### src/rtl/adb_defs.vh
// Constants for the ADC DMA buffer and control/status register block
`ifndef ADB_DEFS_VH
`define ADB_DEFS_VH

// Control/status register location and reset value
`define ADB_CS_ADDR        8'hd8
`define ADB_CS_RESET       8'h00

// Control/status register bit positions
`define ADB_BIT_ENABLE     7
`define ADB_BIT_COMPLETE   6
`define ADB_BIT_MODE       5
`define ADB_BIT_ERR1       4
`define ADB_BIT_ERR0       3
`define ADB_BIT_WARN_EN    2
`define ADB_BIT_WARN1      1
`define ADB_BIT_WARN0      0

// Engine states
`define ADB_ST_IDLE        2'h0
`define ADB_ST_RUN         2'h1
`define ADB_ST_DRAIN       2'h2

// Default widths and pointer step
`define ADB_DATA_W         16
`define ADB_ADDR_W         16
`define ADB_ADDR_STEP      2

`endif

### src/rtl/adb_conv_buf.v
// One ADC result register plus its one-word DMA buffer
`timescale 1ns/1ps
module adb_conv_buf #(
  parameter DATA_W = 16
) (
  input  wire              clock,
  input  wire              rst_n,
  input  wire              flush,
  input  wire              accept,
  input  wire              conv_done,
  input  wire [DATA_W-1:0] conv_data,
  input  wire              drain,
  output reg  [DATA_W-1:0] buf_data,
  output reg               buf_full,
  output reg               warn_pulse,
  output reg               err_pulse
);

  reg [DATA_W-1:0] result_reg;
  reg              pending_reg;
  wire             take;

  assign take = accept & conv_done;

  always @(posedge clock or negedge rst_n) begin
    if (!rst_n) begin
      result_reg  <= {DATA_W{1'b0}};
      pending_reg <= 1'b0;
      buf_data    <= {DATA_W{1'b0}};
      buf_full    <= 1'b0;
      warn_pulse  <= 1'b0;
      err_pulse   <= 1'b0;
    end else begin
      warn_pulse <= 1'b0;
      err_pulse  <= 1'b0;
      if (flush) begin
        pending_reg <= 1'b0;
        buf_full    <= 1'b0;
      end else if (take) begin
        result_reg <= conv_data;
        if (!buf_full || (drain && !pending_reg)) begin
          // Buffer free: result moves straight on
          buf_data <= conv_data;
          buf_full <= 1'b1;
        end else if (drain) begin
          // Old word leaves, held result moves up, new one waits
          buf_data   <= result_reg;
          warn_pulse <= 1'b1;
        end else begin
          // Buffer still occupied: hold in result register
          pending_reg <= 1'b1;
          warn_pulse  <= 1'b1;
          err_pulse   <= pending_reg;
        end
      end else if (drain) begin
        if (pending_reg) begin
          buf_data    <= result_reg;
          pending_reg <= 1'b0;
        end else begin
          buf_full <= 1'b0;
        end
      end
    end
  end

endmodule

### src/rtl/adb_top.v
// ADC-to-memory DMA data path with its control/status register
`timescale 1ns/1ps
`include "adb_defs.vh"
module adb_top #(
  parameter DATA_W    = `ADB_DATA_W,
  parameter ADDR_W    = `ADB_ADDR_W,
  parameter ADDR_STEP = `ADB_ADDR_STEP
) (
  input  wire              clock,
  input  wire              rst_n,
  input  wire [7:0]        sfr_addr,
  input  wire              sfr_wr,
  input  wire              sfr_rd,
  input  wire [7:0]        sfr_wdata,
  output reg  [7:0]        sfr_rdata,
  input  wire              conv0_done,
  input  wire [DATA_W-1:0] conv0_data,
  input  wire              conv1_done,
  input  wire [DATA_W-1:0] conv1_data,
  input  wire              ops_done,
  input  wire [ADDR_W-1:0] start_addr,
  input  wire              offchip_sel,
  input  wire              offchip_access_halt,
  output wire              mem_req,
  output wire [ADDR_W-1:0] mem_addr,
  output wire [DATA_W-1:0] mem_wdata,
  input  wire              mem_grant,
  output wire              offchip_busy,
  output wire              exec_mode_select,
  output wire              engine_enable_busy,
  output wire              dma_irq
);

  //////////////////////////////////////////////////////////////////////////////
  // Declarations

  reg  [1:0]        state_reg;
  reg  [1:0]        state_next;
  reg  [ADDR_W-1:0] ptr_reg;
  reg               complete_reg;
  reg               mode_reg;
  reg               err1_reg;
  reg               err0_reg;
  reg               warn_en_reg;
  reg               warn1_reg;
  reg               warn0_reg;

  wire              cs_write;
  wire              cs_read;
  wire              busy;
  wire              start_cmd;
  wire              stop_cmd;
  wire              flush;
  wire [DATA_W-1:0] buf0_data;
  wire [DATA_W-1:0] buf1_data;
  wire              buf0_full;
  wire              buf1_full;
  wire              warn0_pulse;
  wire              warn1_pulse;
  wire              err0_pulse;
  wire              err1_pulse;
  wire              write_allowed;
  wire              pick0;
  wire              drain0;
  wire              drain1;
  wire              mem_done;
  wire              finish_evt;
  wire [7:0]        cs_value;
  wire              conv_any;
  wire              clr_complete;
  wire              clr_err1;
  wire              clr_err0;
  wire              clr_warn1;
  wire              clr_warn0;
  wire              irq_done;
  wire              irq_err;
  wire              irq_warn;

  // Register image after reset, taken bit by bit
  localparam [7:0]  CS_RESET = `ADB_CS_RESET;

  //////////////////////////////////////////////////////////////////////////////
  // Register access decode

  assign cs_write  = sfr_wr & (sfr_addr == `ADB_CS_ADDR);
  assign cs_read   = sfr_rd & (sfr_addr == `ADB_CS_ADDR);
  assign busy      = (state_reg != `ADB_ST_IDLE);
  assign start_cmd = cs_write & sfr_wdata[`ADB_BIT_ENABLE] & ~busy;
  assign stop_cmd  = cs_write & ~sfr_wdata[`ADB_BIT_ENABLE];
  assign flush     = start_cmd;

  // Writing zero to a flag bit clears it; writing one leaves it alone
  assign clr_complete = cs_write & ~sfr_wdata[`ADB_BIT_COMPLETE];
  assign clr_err1     = cs_write & ~sfr_wdata[`ADB_BIT_ERR1];
  assign clr_err0     = cs_write & ~sfr_wdata[`ADB_BIT_ERR0];
  assign clr_warn1    = cs_write & ~sfr_wdata[`ADB_BIT_WARN1];
  assign clr_warn0    = cs_write & ~sfr_wdata[`ADB_BIT_WARN0];

  //////////////////////////////////////////////////////////////////////////////
  // Per-ADC buffers

  adb_conv_buf #(
    .DATA_W (DATA_W)
  ) u_buf0 (
    .clock      (clock),
    .rst_n      (rst_n),
    .flush      (flush),
    .accept     (busy),
    .conv_done  (conv0_done),
    .conv_data  (conv0_data),
    .drain      (drain0),
    .buf_data   (buf0_data),
    .buf_full   (buf0_full),
    .warn_pulse (warn0_pulse),
    .err_pulse  (err0_pulse)
  );

  adb_conv_buf #(
    .DATA_W (DATA_W)
  ) u_buf1 (
    .clock      (clock),
    .rst_n      (rst_n),
    .flush      (flush),
    .accept     (busy),
    .conv_done  (conv1_done),
    .conv_data  (conv1_data),
    .drain      (drain1),
    .buf_data   (buf1_data),
    .buf_full   (buf1_full),
    .warn_pulse (warn1_pulse),
    .err_pulse  (err1_pulse)
  );

  //////////////////////////////////////////////////////////////////////////////
  // Memory write port

  // Off-chip writes stall while the core owns the external bus
  assign write_allowed = ~(offchip_sel & offchip_access_halt);
  // ADC0 goes first when both buffers hold data
  assign pick0     = buf0_full;
  assign mem_req   = busy & write_allowed & (buf0_full | buf1_full);
  assign mem_wdata = pick0 ? buf0_data : buf1_data;
  assign mem_addr  = ptr_reg;
  assign mem_done  = mem_req & mem_grant;
  assign drain0    = mem_done & pick0;
  assign drain1    = mem_done & ~pick0;
  assign offchip_busy = mem_req & offchip_sel;

  always @(posedge clock or negedge rst_n) begin
    if (!rst_n) begin
      ptr_reg <= {ADDR_W{1'b0}};
    end else if (start_cmd) begin
      ptr_reg <= start_addr;
    end else if (mem_done) begin
      ptr_reg <= ptr_reg + ADDR_STEP[ADDR_W-1:0];
    end
  end

  //////////////////////////////////////////////////////////////////////////////
  // Engine state

  // Finishing waits until both buffers have reached memory
  always @* begin
    state_next = state_reg;
    case (state_reg)
      `ADB_ST_IDLE: begin
        if (start_cmd) begin
          state_next = `ADB_ST_RUN;
        end
      end
      `ADB_ST_RUN: begin
        if (stop_cmd) begin
          state_next = `ADB_ST_IDLE;
        end else if (ops_done) begin
          state_next = `ADB_ST_DRAIN;
        end
      end
      `ADB_ST_DRAIN: begin
        if (stop_cmd) begin
          state_next = `ADB_ST_IDLE;
        end else if (!buf0_full && !buf1_full && !conv_any) begin
          state_next = `ADB_ST_IDLE;
        end
      end
      default: begin
        state_next = `ADB_ST_IDLE;
      end
    endcase
  end

  // A result landing in the last cycle would be stranded once idle
  assign conv_any   = conv0_done | conv1_done;
  assign finish_evt = (state_reg == `ADB_ST_DRAIN) & ~stop_cmd & ~conv_any &
                      ~buf0_full & ~buf1_full;

  always @(posedge clock or negedge rst_n) begin
    if (!rst_n) begin
      state_reg <= `ADB_ST_IDLE;
    end else begin
      state_reg <= state_next;
    end
  end

  //////////////////////////////////////////////////////////////////////////////
  // Control and sticky flags

  // Mode and warning enable follow every write, running or not
  always @(posedge clock or negedge rst_n) begin
    if (!rst_n) begin
      mode_reg    <= CS_RESET[`ADB_BIT_MODE];
      warn_en_reg <= CS_RESET[`ADB_BIT_WARN_EN];
    end else if (cs_write) begin
      mode_reg    <= sfr_wdata[`ADB_BIT_MODE];
      warn_en_reg <= sfr_wdata[`ADB_BIT_WARN_EN];
    end
  end

  // A hardware set in the same cycle as a clear wins
  always @(posedge clock or negedge rst_n) begin
    if (!rst_n) begin
      complete_reg <= CS_RESET[`ADB_BIT_COMPLETE];
      err1_reg     <= CS_RESET[`ADB_BIT_ERR1];
      err0_reg     <= CS_RESET[`ADB_BIT_ERR0];
      warn1_reg    <= CS_RESET[`ADB_BIT_WARN1];
      warn0_reg    <= CS_RESET[`ADB_BIT_WARN0];
    end else begin
      if (finish_evt) begin
        complete_reg <= 1'b1;
      end else if (clr_complete) begin
        complete_reg <= 1'b0;
      end
      if (err1_pulse) begin
        err1_reg <= 1'b1;
      end else if (clr_err1) begin
        err1_reg <= 1'b0;
      end
      if (err0_pulse) begin
        err0_reg <= 1'b1;
      end else if (clr_err0) begin
        err0_reg <= 1'b0;
      end
      if (warn1_pulse) begin
        warn1_reg <= 1'b1;
      end else if (clr_warn1) begin
        warn1_reg <= 1'b0;
      end
      if (warn0_pulse) begin
        warn0_reg <= 1'b1;
      end else if (clr_warn0) begin
        warn0_reg <= 1'b0;
      end
    end
  end

  //////////////////////////////////////////////////////////////////////////////
  // Read-back and outputs

  assign cs_value = {busy, complete_reg, mode_reg, err1_reg, err0_reg,
                     warn_en_reg, warn1_reg, warn0_reg};

  always @(posedge clock or negedge rst_n) begin
    if (!rst_n) begin
      sfr_rdata <= 8'h00;
    end else if (cs_read) begin
      sfr_rdata <= cs_value;
    end else begin
      sfr_rdata <= 8'h00;
    end
  end

  assign exec_mode_select   = mode_reg;
  assign engine_enable_busy = busy;

  //////////////////////////////////////////////////////////////////////////////
  // Interrupt request

  assign irq_done = complete_reg;
  assign irq_err  = err1_reg | err0_reg;
  // Warnings reach the request line only while enabled
  assign irq_warn = warn_en_reg & (warn1_reg | warn0_reg);
  assign dma_irq  = irq_done | irq_err | irq_warn;

endmodule

### config.mk
export PLATFORM = sky130hd
export DESIGN_NAME = adb_top
export DESIGN_NICKNAME = d
export VERILOG_FILES = /design/src/rtl/adb_conv_buf.v /design/src/rtl/adb_top.v
export VERILOG_INCLUDE_DIRS = /design/src /design/src/rtl
export SDC_FILE = /design/constraint.sdc
export NUM_CORES = 1
export LEC_CHECK = 0
export BUFFER_PORTS_ARGS = -buffer_cell sky130_fd_sc_hd__buf_4
export CAP_MARGIN = 20
export CELL_PAD_IN_SITES_DETAIL_PLACEMENT = 1
export CELL_PAD_IN_SITES_GLOBAL_PLACEMENT = 2
export CORE_MARGIN = 3
export CORE_UTILIZATION = 25
export CTS_CLUSTER_SIZE = 30
export DETAILED_ROUTE_END_ITERATION = 12
export GPL_ROUTABILITY_DRIVEN = 0
export PLACE_DENSITY_LB_ADDON = 0.1
export SYNTH_ARGS = -nofsm -noshare
export SYNTH_HDL_FRONTEND = slang
export SYNTH_SLANG_ARGS = --single-unit
### constraint.sdc
create_clock -name clock -period 2.2 [get_ports clock]
set_input_delay 0.22 -clock clock [delete_from_list [all_inputs] [get_ports clock]]
set_output_delay 0.22 -clock clock [all_outputs]
set_load 0.02 [all_outputs]
# Word level (Yosys, flattened, before mapping)
# Index checks and enable logic that the tools add are counted.
[classes]
n_addsub = 1
n_eq_ne = 14
muxes = 62
bitwise_logic = 43
n_reduce_logical = 36
[ops]
columns = ["op", "count"]
rows = [
  ["16-bit 2-to-1 mux", 13],
  ["1-bit 2-to-1 mux", 42],
  ["3-bit != test, second input constant", 10],
  ["2-bit nonzero test", 13],
  ["1-bit bitwise AND", 24],
  ["16-bit by 2-bit adder with 16-bit output, second input constant", 1],
  ["1-bit inverter", 13],
  ["2-bit 2-to-1 mux", 5],
  ["3-bit AND reduction", 3],
  ["8-bit == test, second input constant", 1],
  ["8-bit 2-to-1 mux", 1],
  ["2-bit AND reduction", 4],
  ["4-bit AND reduction", 2],
  ["1-bit OR", 6],
  ["2-bit one-hot mux with 3 select lines", 1],
  ["3-bit nonzero test", 2],
  ["1-bit logical NOT", 5],
  ["1-bit logical AND", 4],
  ["2-bit by 1-bit == test with 1-bit output, second input constant", 1],
  ["2-bit == test, second input constant", 1],
  ["2-bit logical NOT", 1],
  ["1-bit logical OR", 2],
  ["2-bit != test, second input constant", 1],
]
[totals]
regBits = 105
input_bits = 74
output_inout_bits = 45
elab_cells = 178

# Depth between registers and ports, before layout
# Gate-level depths: netlist (run 1).
[logic_depth]
ltp_word = 11
depth_mapped = 7

# Cells and area by module
# Synthesis (run 1) repeated with hierarchy kept, for this count alone.
[unflattened]
hier_cells = 529
area_unflattened_um2 = 5880.6
[modules_own_cells]
columns = ["mod", "n_inst", "cells_each", "area_each_um2"]
rows = [
  ["adb_conv_buf", 2, 173, 2033.2],
  ["adb_top", 1, 183, 1814.2],
]

# Worst setup path after synthesis (run 1)
# OpenSTA, ideal clock, no wires.
[synth_path]
path_type = "register to register"
from = "register u_buf0.buf_full"
to = "register ptr_reg[4], in the netlist mem_addr[4]"
t_arrival_ns = 1.796
required_time_ns = 2.074
slack_ns = 0.278
path_stages_with_launch = 7
n_path_buf = 2
period_less_slack_ns = 1.922
path_cell_list = "dfrtp_1 > buf_2 > o22a_1 > and3_1 > clkbuf_1 > mux2_2 > a221o_1"
[synth_via]
elab_chain_cells = 4
[synth_rtl]
columns = ["item", "line_no", "rtl"]
rows = [
  ["from (decl)", "adb_conv_buf.v:14", "output reg buf_full,"],
  ["from (signal assigned)", "adb_conv_buf.v:30", "buf_full <= 1'b0;"],
  ["from (signal assigned)", "adb_conv_buf.v:38", "buf_full <= 1'b0;"],
  ["from (signal assigned)", "adb_conv_buf.v:44", "buf_full <= 1'b1;"],
  ["1-bit OR", "adb_top.v:141", "assign mem_req = busy & write_allowed & (buf0_full | buf1_full);"],
  ["1-bit bitwise AND", "adb_top.v:141", ""],
  ["1-bit bitwise AND", "adb_top.v:144", "assign mem_done = mem_req & mem_grant;"],
  ["2-bit nonzero test (no line)", "n/a", ""],
  ["to (signal assigned)", "adb_top.v:151", "ptr_reg <= {ADDR_W{1'b0}};"],
  ["to (signal assigned)", "adb_top.v:153", "ptr_reg <= start_addr;"],
  ["to (signal assigned)", "adb_top.v:155", "ptr_reg <= ptr_reg + ADDR_STEP[ADDR_W-1:0];"],
  ["to (decl)", "adb_top.v:39", "reg [ADDR_W-1:0] ptr_reg;"],
]
# No other way between the ends.
# A chain may end at the register's enable or synchronous reset.

# Worst setup path in the final report (run 1)
[layout_path]
from = "register u_buf1.buf_full"
to = "register u_buf1.buf_data[7]"
[layout_via]
elab_chain_cells = 8
[layout_rtl]
columns = ["item", "line_no", "rtl"]
rows = [
  ["from (decl)", "adb_conv_buf.v:14", ""],
  ["from (signal assigned)", "adb_conv_buf.v:30", ""],
  ["from (signal assigned)", "adb_conv_buf.v:38", ""],
  ["from (signal assigned)", "adb_conv_buf.v:44", ""],
  ["1-bit OR", "adb_top.v:141", ""],
  ["1-bit bitwise AND", "adb_top.v:141", ""],
  ["1-bit bitwise AND", "adb_top.v:144", ""],
  ["1-bit bitwise AND", "adb_top.v:146", "assign drain1 = mem_done & ~pick0;"],
  ["1-bit logical AND", "adb_conv_buf.v:41", "if (!buf_full || (drain && !pending_reg)) begin"],
  ["1-bit logical OR", "adb_conv_buf.v:41", ""],
  ["2-bit nonzero test (no line) or 16-bit 2-to-1 mux (tied branches)", "n/a", ""],
  ["4-bit AND reduction (no line) or 16-bit 2-to-1 mux (tied branches)", "n/a", ""],
  ["to (signal assigned)", "adb_conv_buf.v:43", "buf_data <= conv_data;"],
  ["to (signal assigned)", "adb_conv_buf.v:47", "buf_data <= result_reg;"],
  ["to (signal assigned)", "adb_conv_buf.v:57", "buf_data <= result_reg;"],
  ["to (decl)", "adb_conv_buf.v:13", "output reg [DATA_W-1:0] buf_data,"],
]
# Parallel ways exist; a longest one is shown, timed or not.

==> results.cfg, run 1 <==
[power]
powerDensity_mw_per_mm2 = 1100
power_mw = 7.19
irDropWorstVdd_mv = 0.503
p_leak_nw = 3.06

[synthesis]
synthArstFlopShare = 1.00
synth_flop_cell = dfrtp_1
syn_inst = 472
yosys.area.top_type = dfrtp_1
synth_nets = 547
yosysSeqAreaShare = 0.539
postSynthAreaPerCell_um2 = 10.3
ys_seq_elements = 105
synth_edf_count = 0
synth_area_mm2 = 0.00487
synth_top_area_frac = 0.539
ys_warn_count = 0
synthTopCellsByArea = dfrtp_1 (54%), nand2_1 (9.1%), mux2_2 (6.0%)
synth.distinct_cells = 58

[flow_run]
drv_cap = 0

[worst_setup_path]
reg2reg_from = u_buf1.buf_full
crit_chain = buf_4 > o21a_1 > a211oi_2 > buf_4 > mux2_2 > mux2_2
crit_type = register to register
cp_top_family = multiplexers
crit_buf_inv = 2
max_stage_delay_ps = 420
worstPathRequired_ps = 2440
crit_path_top_delay_cell = dfrtp_1
startpoint = u_buf1.buf_full
cp-end-kind = register
crit_arrival_ps = 2250
crit_path_max_fanout = 16
worstSetupStartpointType = register

[layout]
finalInstanceArea_mm2 = 0.00651
multi_input_area_mm2 = 0.00211
utilization = 0.343
drive_above_1_share = 0.355
antennaDiodeCount = 0
most-common-layout-cells = buf_4 (143), nand2_1 (118), dfrtp_1 (105), mux2_2 (26), and2_1 (23)
fillers = 2154
areaGrowthSynthToFinish_pct = 33.5
final_common_cell = buf_4
layout.nets = 678
seq_area_mm2 = 0.00263

[timing]
period_share = 0.912
finalHoldViolations = 0
setup_tns_ps = 0
tightest_slew_ps = 685
slew_violations = 0
rsz0062_at_grt = false
setup_viol = 0
post-route-min-period_ps = 2010
relSlewSlack = 0.544
timing.fmax_ghz = 0.498
clock_skew_ps = 7.84

[global_route]
grt_pass1_vias = 4501
grt_pass1_wl_um = 25300
antenna_found_initial = 0
grt_usage = 0.150
grt_overflow_total = 0
grt_max_degree = 37

[clocking]
cts_tree = yes
clk_latency_ps = 360
clkSinkCount = 105
path_clk_slew_ps = 80
cts_made_buffers = 9
cts-root-buf = clkbuf_16
cts_htree_levels = 3
clockBufferDepth = 2

[outcome]
status = finished, final reports clean

[die]
die_area_mm2 = 0.0212
chipWidth_um = 146
core_region_area_mm2 = 0.0190
start_util = 0.257
ios = 119
die_y_um = 146
rows = 50

[worst_hold_path]
hold_start = conv1_data[8]
hp-class = input port to register

[drt]
drtIter0Drc = 183
avgRoutedWirePerCell_um = 17.8
antenna_left = 0
drc = 0
vias = 4038
viasPerCell = 4.65
wl_um = 15500
dr.pass1.iters = 4

[placed_design]
placed_area_mm2 = 0.00617
place_hpwl_um = 11300
portBuffers = 118
power by group:
| group | switching (mW) | internal [mW] | leakage, nW |
|---|---|---|---|
| Clock | 0.787 | 0.930 | 0.155 |
| Combinational | 1.28 | 1.19 | 1.62 |
| Sequential | 0.452 | 2.55 | 1.28 |
kinds of logic after synthesis:
group                    synth area share
AO/OA/AOI/OAI                       0.139
multiplexers                       0.0601
adder cells (fa/ha/maj)           0.00257
XOR/XNOR                          0.00899
flip-flops                          0.539
buffers and inverters              0.0303
AND/OR/NAND/NOR                     0.219
worst reg2reg max path: cells and delay by family, from the launching register on:
kind / cells / cell delay, ps
DFF: 1 / 420
muxes: 2 / 620
buffers and inverters: 2 / 470
AOI/OAI and AO/OA: 2 / 380
through the flow:
stage / instances / hold slack, ps / setup WS [ps]
3_3_place_gp: 851 / 227 / -4.38
3_5_place_dp: 851 / 233 / -49.9
6_report: 868 / 56.4 / 193
2_1_floorplan: 472 / -75.6 / 278
4_1_cts: 868 / 39.4 / 59.5
5_1_grt: 868 / 46.7 / 73.5
area by class of cell:
type                       count  share of cell area
inverter                       8             0.00462
multi-input combinational    334               0.324
tap                          260              0.0500
sequential                   105               0.404
timing repair buffer         145               0.170
clock inverter                 6              0.0112
clock buffer                  10              0.0367
cell usage after synthesis (5+ instances only):
master and number:
a221o_1 18, and2_1 23, and3_1 5, clkbuf_1 14
dfrtp_1 105, inv_1 8, mux2_2 26, nand2_1 118
nand2b_1 5, nand3_1 12, nand4_1 10, nor2_1 10
nor2b_1 5, o21ai_0 19, o221a_2 12, or2_2 12
worst paths after layout:
path	endpoint	slack, ps	depth (start not counted)
max reg2reg	u_buf1.buf_data[7]	190	6
min reg2reg	warn0_reg	430	1
max	u_buf1.buf_data[7]	190	6
max in group asynchronous	mem_addr[4]	1090	3
min	u_buf1.result_reg[8]	60	3
min in group asynchronous	mem_addr[9]	390	2
metal layers:
| metal | wire (µm) | track usage | vias to the layer above |
|---|---|---|---|
| met4 | 261 | 0.0461 | 0 |
| met1 | 6940 | 0.193 | 1983 |
| li1 | - | - | 1937 |
| met3 | 689 | 0.0361 | 16 |
| met2 | 7570 | 0.250 | 102 |
| met5 | 0 | 0 | - |
repair_timing:
item	in CTS	in global routing
hold buffers	1	0
gates resized for setup	0	1
setup buffers	0	0
endpoints found under the hold margin	33	0
endpoints found under the setup margin	0	13
No activity file was read; power rests on OpenSTA's default activity.
==> run 2: changes to the inputs <==
Settings changed: BUFFER_PORTS_ARGS -buffer_cell sky130_fd_sc_hd__buf_4 to unset, CTS_BUF_LIST set to sky130_fd_sc_hd__clkbuf_8, DONT_BUFFER_PORTS set to 1.
==> run 2 against run 1 <==
The run now ends with hold timing left. Cell count shrank 6.5%. Clock power shrank 33%. Non-clock buffer count shrank 57. Highest routed layer unchanged. Power shrank 12%. Largest power group unchanged. Critical endpoint is now u_buf1.buf_data[13].
==> results.cfg, run 2 (same netlist as run 1, synthesis figures left out) <==
[outcome]
status = finished with violations
failed_checks = hold timing

[drt]
vias = 3859
drtIter0Drc = 150
antenna_left = 0
viasPerCell = 4.75
route.met3.wl_um = 878
wl_met2_um = 7530
m1WireLength_um = 6630
wl_um = 15200
avgRoutedWirePerCell_um = 18.7
top_layer = met4
dr.pass1.iters = 4
drc = 0

[clocking]
cts_made_buffers = 9
cts_htree_levels = 3
clkSinkCount = 105
cts_setup_buffers = 0
clockBufferDepth = 2
holdBufCountCts = 57
clk_latency_ps = 390
cts_tree = yes
path_clk_slew_ps = 110
cts-root-buf = clkbuf_8

[timing]
rsz0062_at_grt = false
post-route-min-period_ps = 2060
clock_skew_ps = 12.6
relSlewSlack = 0.625
slew_violations = 0
finalHoldViolations = 105
setup_tns_ps = 0
tightest_slew_ps = 561
period_share = 0.937
setup_viol = 0
whs_ps = -483
timing.fmax_ghz = 0.485

[die]
ios = 119
core_region_area_mm2 = 0.0190
start_util = 0.257
die_area_mm2 = 0.0212
die_y_um = 146
rows = 50
chipWidth_um = 146

[power]
p_leak_nw = 2.68
power_mw = 6.30
powerDensity_mw_per_mm2 = 1040
irDropWorstVdd_mv = 0.351

[worst_setup_path]
path_common_cell = mux2_2
crit_path_top_delay_cell = dfrtp_1
cp_top_family = compound AO/OA/AOI/OAI gates
worstPathRequired_ps = 2480
worstSetupStartpointType = register
crit_chain = o21ai_1 > a211oi_2 > mux2_2 > mux2_2
crit_buf_inv = 0
cp-end-kind = register
max_stage_delay_ps = 550
crit_path_max_fanout = 10
path_depth = 4
crit_type = register to register
rr_worst_depth = 4
crit_arrival_ps = 2340

[placed_design]
portBuffers = 0
place_hpwl_um = 10500
dpl.cell_count = 738

[layout]
fillers = 2160
areaGrowthSynthToFinish_pct = 24.4
utilization = 0.320
seq_area_mm2 = 0.00263
layout.nets = 621
fin_cells = 812
multi_input_area_mm2 = 0.00210
drive_above_1_share = 0.189
final_common_cell = nand2_1
most-common-layout-cells = nand2_1 (118), dfrtp_1 (104), dlygate4sd3_1 (57), buf_4 (31), mux2_2 (26)

[worst_hold_path]
hp-class = input port to asynchronous set/reset pin

[global_route]
grt_max_degree = 106
grt_pass1_vias = 4241
grt_overflow_total = 0
grt_pass1_wl_um = 24400
antenna_found_initial = 1
grt_usage = 0.145

[flow_run]
drv_cap = 0
[run 2: cell count changes in the layout (fill, tap and decap cells not counted), moves of 2 or more]
cell and delta:
clkbuf_16 -9, buf_4 -112, inv_1 +2, clkbuf_8 +8, dlygate4sd3_1 +56
[run 2: final timing paths]
check,to,from,slack [ps]
worst max-delay path,u_buf1.buf_data[13],state_reg[0],140
worst min-delay path,mem_addr[12],rst_n,-480
worst max register to register,u_buf1.buf_data[13],state_reg[0],140
worst min register to register,err1_reg,u_buf1.err_pulse,440
max in group asynchronous,u_buf1.result_reg[13],rst_n,2530
min in group clock,state_reg[1],sfr_wdata[7],40
[run 2: what timing repair did]
item / in CTS / in global routing
endpoints found under the hold margin: 174 / 105
setup endpoints to repair: 0 / 9
gates resized for setup: 0 / 3
[run 2: stage by stage]
| step | worst slack [ps] | instance area (µm²) | hold WS [ps] |
|---|---|---|---|
| 4_1_cts | 91.6 | 6060 | -520 |
| 2_1_floorplan | 278 | 4870 | -75.6 |
| 6_report | 139 | 6060 | -483 |
| 3_3_place_gp | 166 | 5310 | -72.1 |
| 5_1_grt | 1.73 | 6060 | -527 |
| 3_5_place_dp | 126 | 5310 | -71.6 |
[run 2: layer usage]
metal / global-route usage / vias up
li1: - / 1818
met1: 0.178 / 1926
met2: 0.251 / 105
met3: 0.0461 / 10
met4: 0.0347 / 0
met5: 0 / -
[run 2: power breakdown]
| part | total, mW | leakage (nW) | internal, mW | switching, mW |
|---|---|---|---|---|
| combinational | 2.16 | 1.30 | 0.971 | 1.19 |
| clock | 1.15 | 0.0937 | 0.415 | 0.736 |
| sequential | 2.99 | 1.28 | 2.55 | 0.438 |
| total | 6.30 | 2.68 | 3.94 | 2.36 |
[run 2: final cells by class]
class	instances	share of cell area
clock buffer	9	0.0204
inverter	8	0.00495
timing repair buffer	88	0.133
sequential	105	0.434
clock inverter	7	0.00805
antenna	1	0.000413
tap	260	0.0537
multi-input combinational	334	0.346
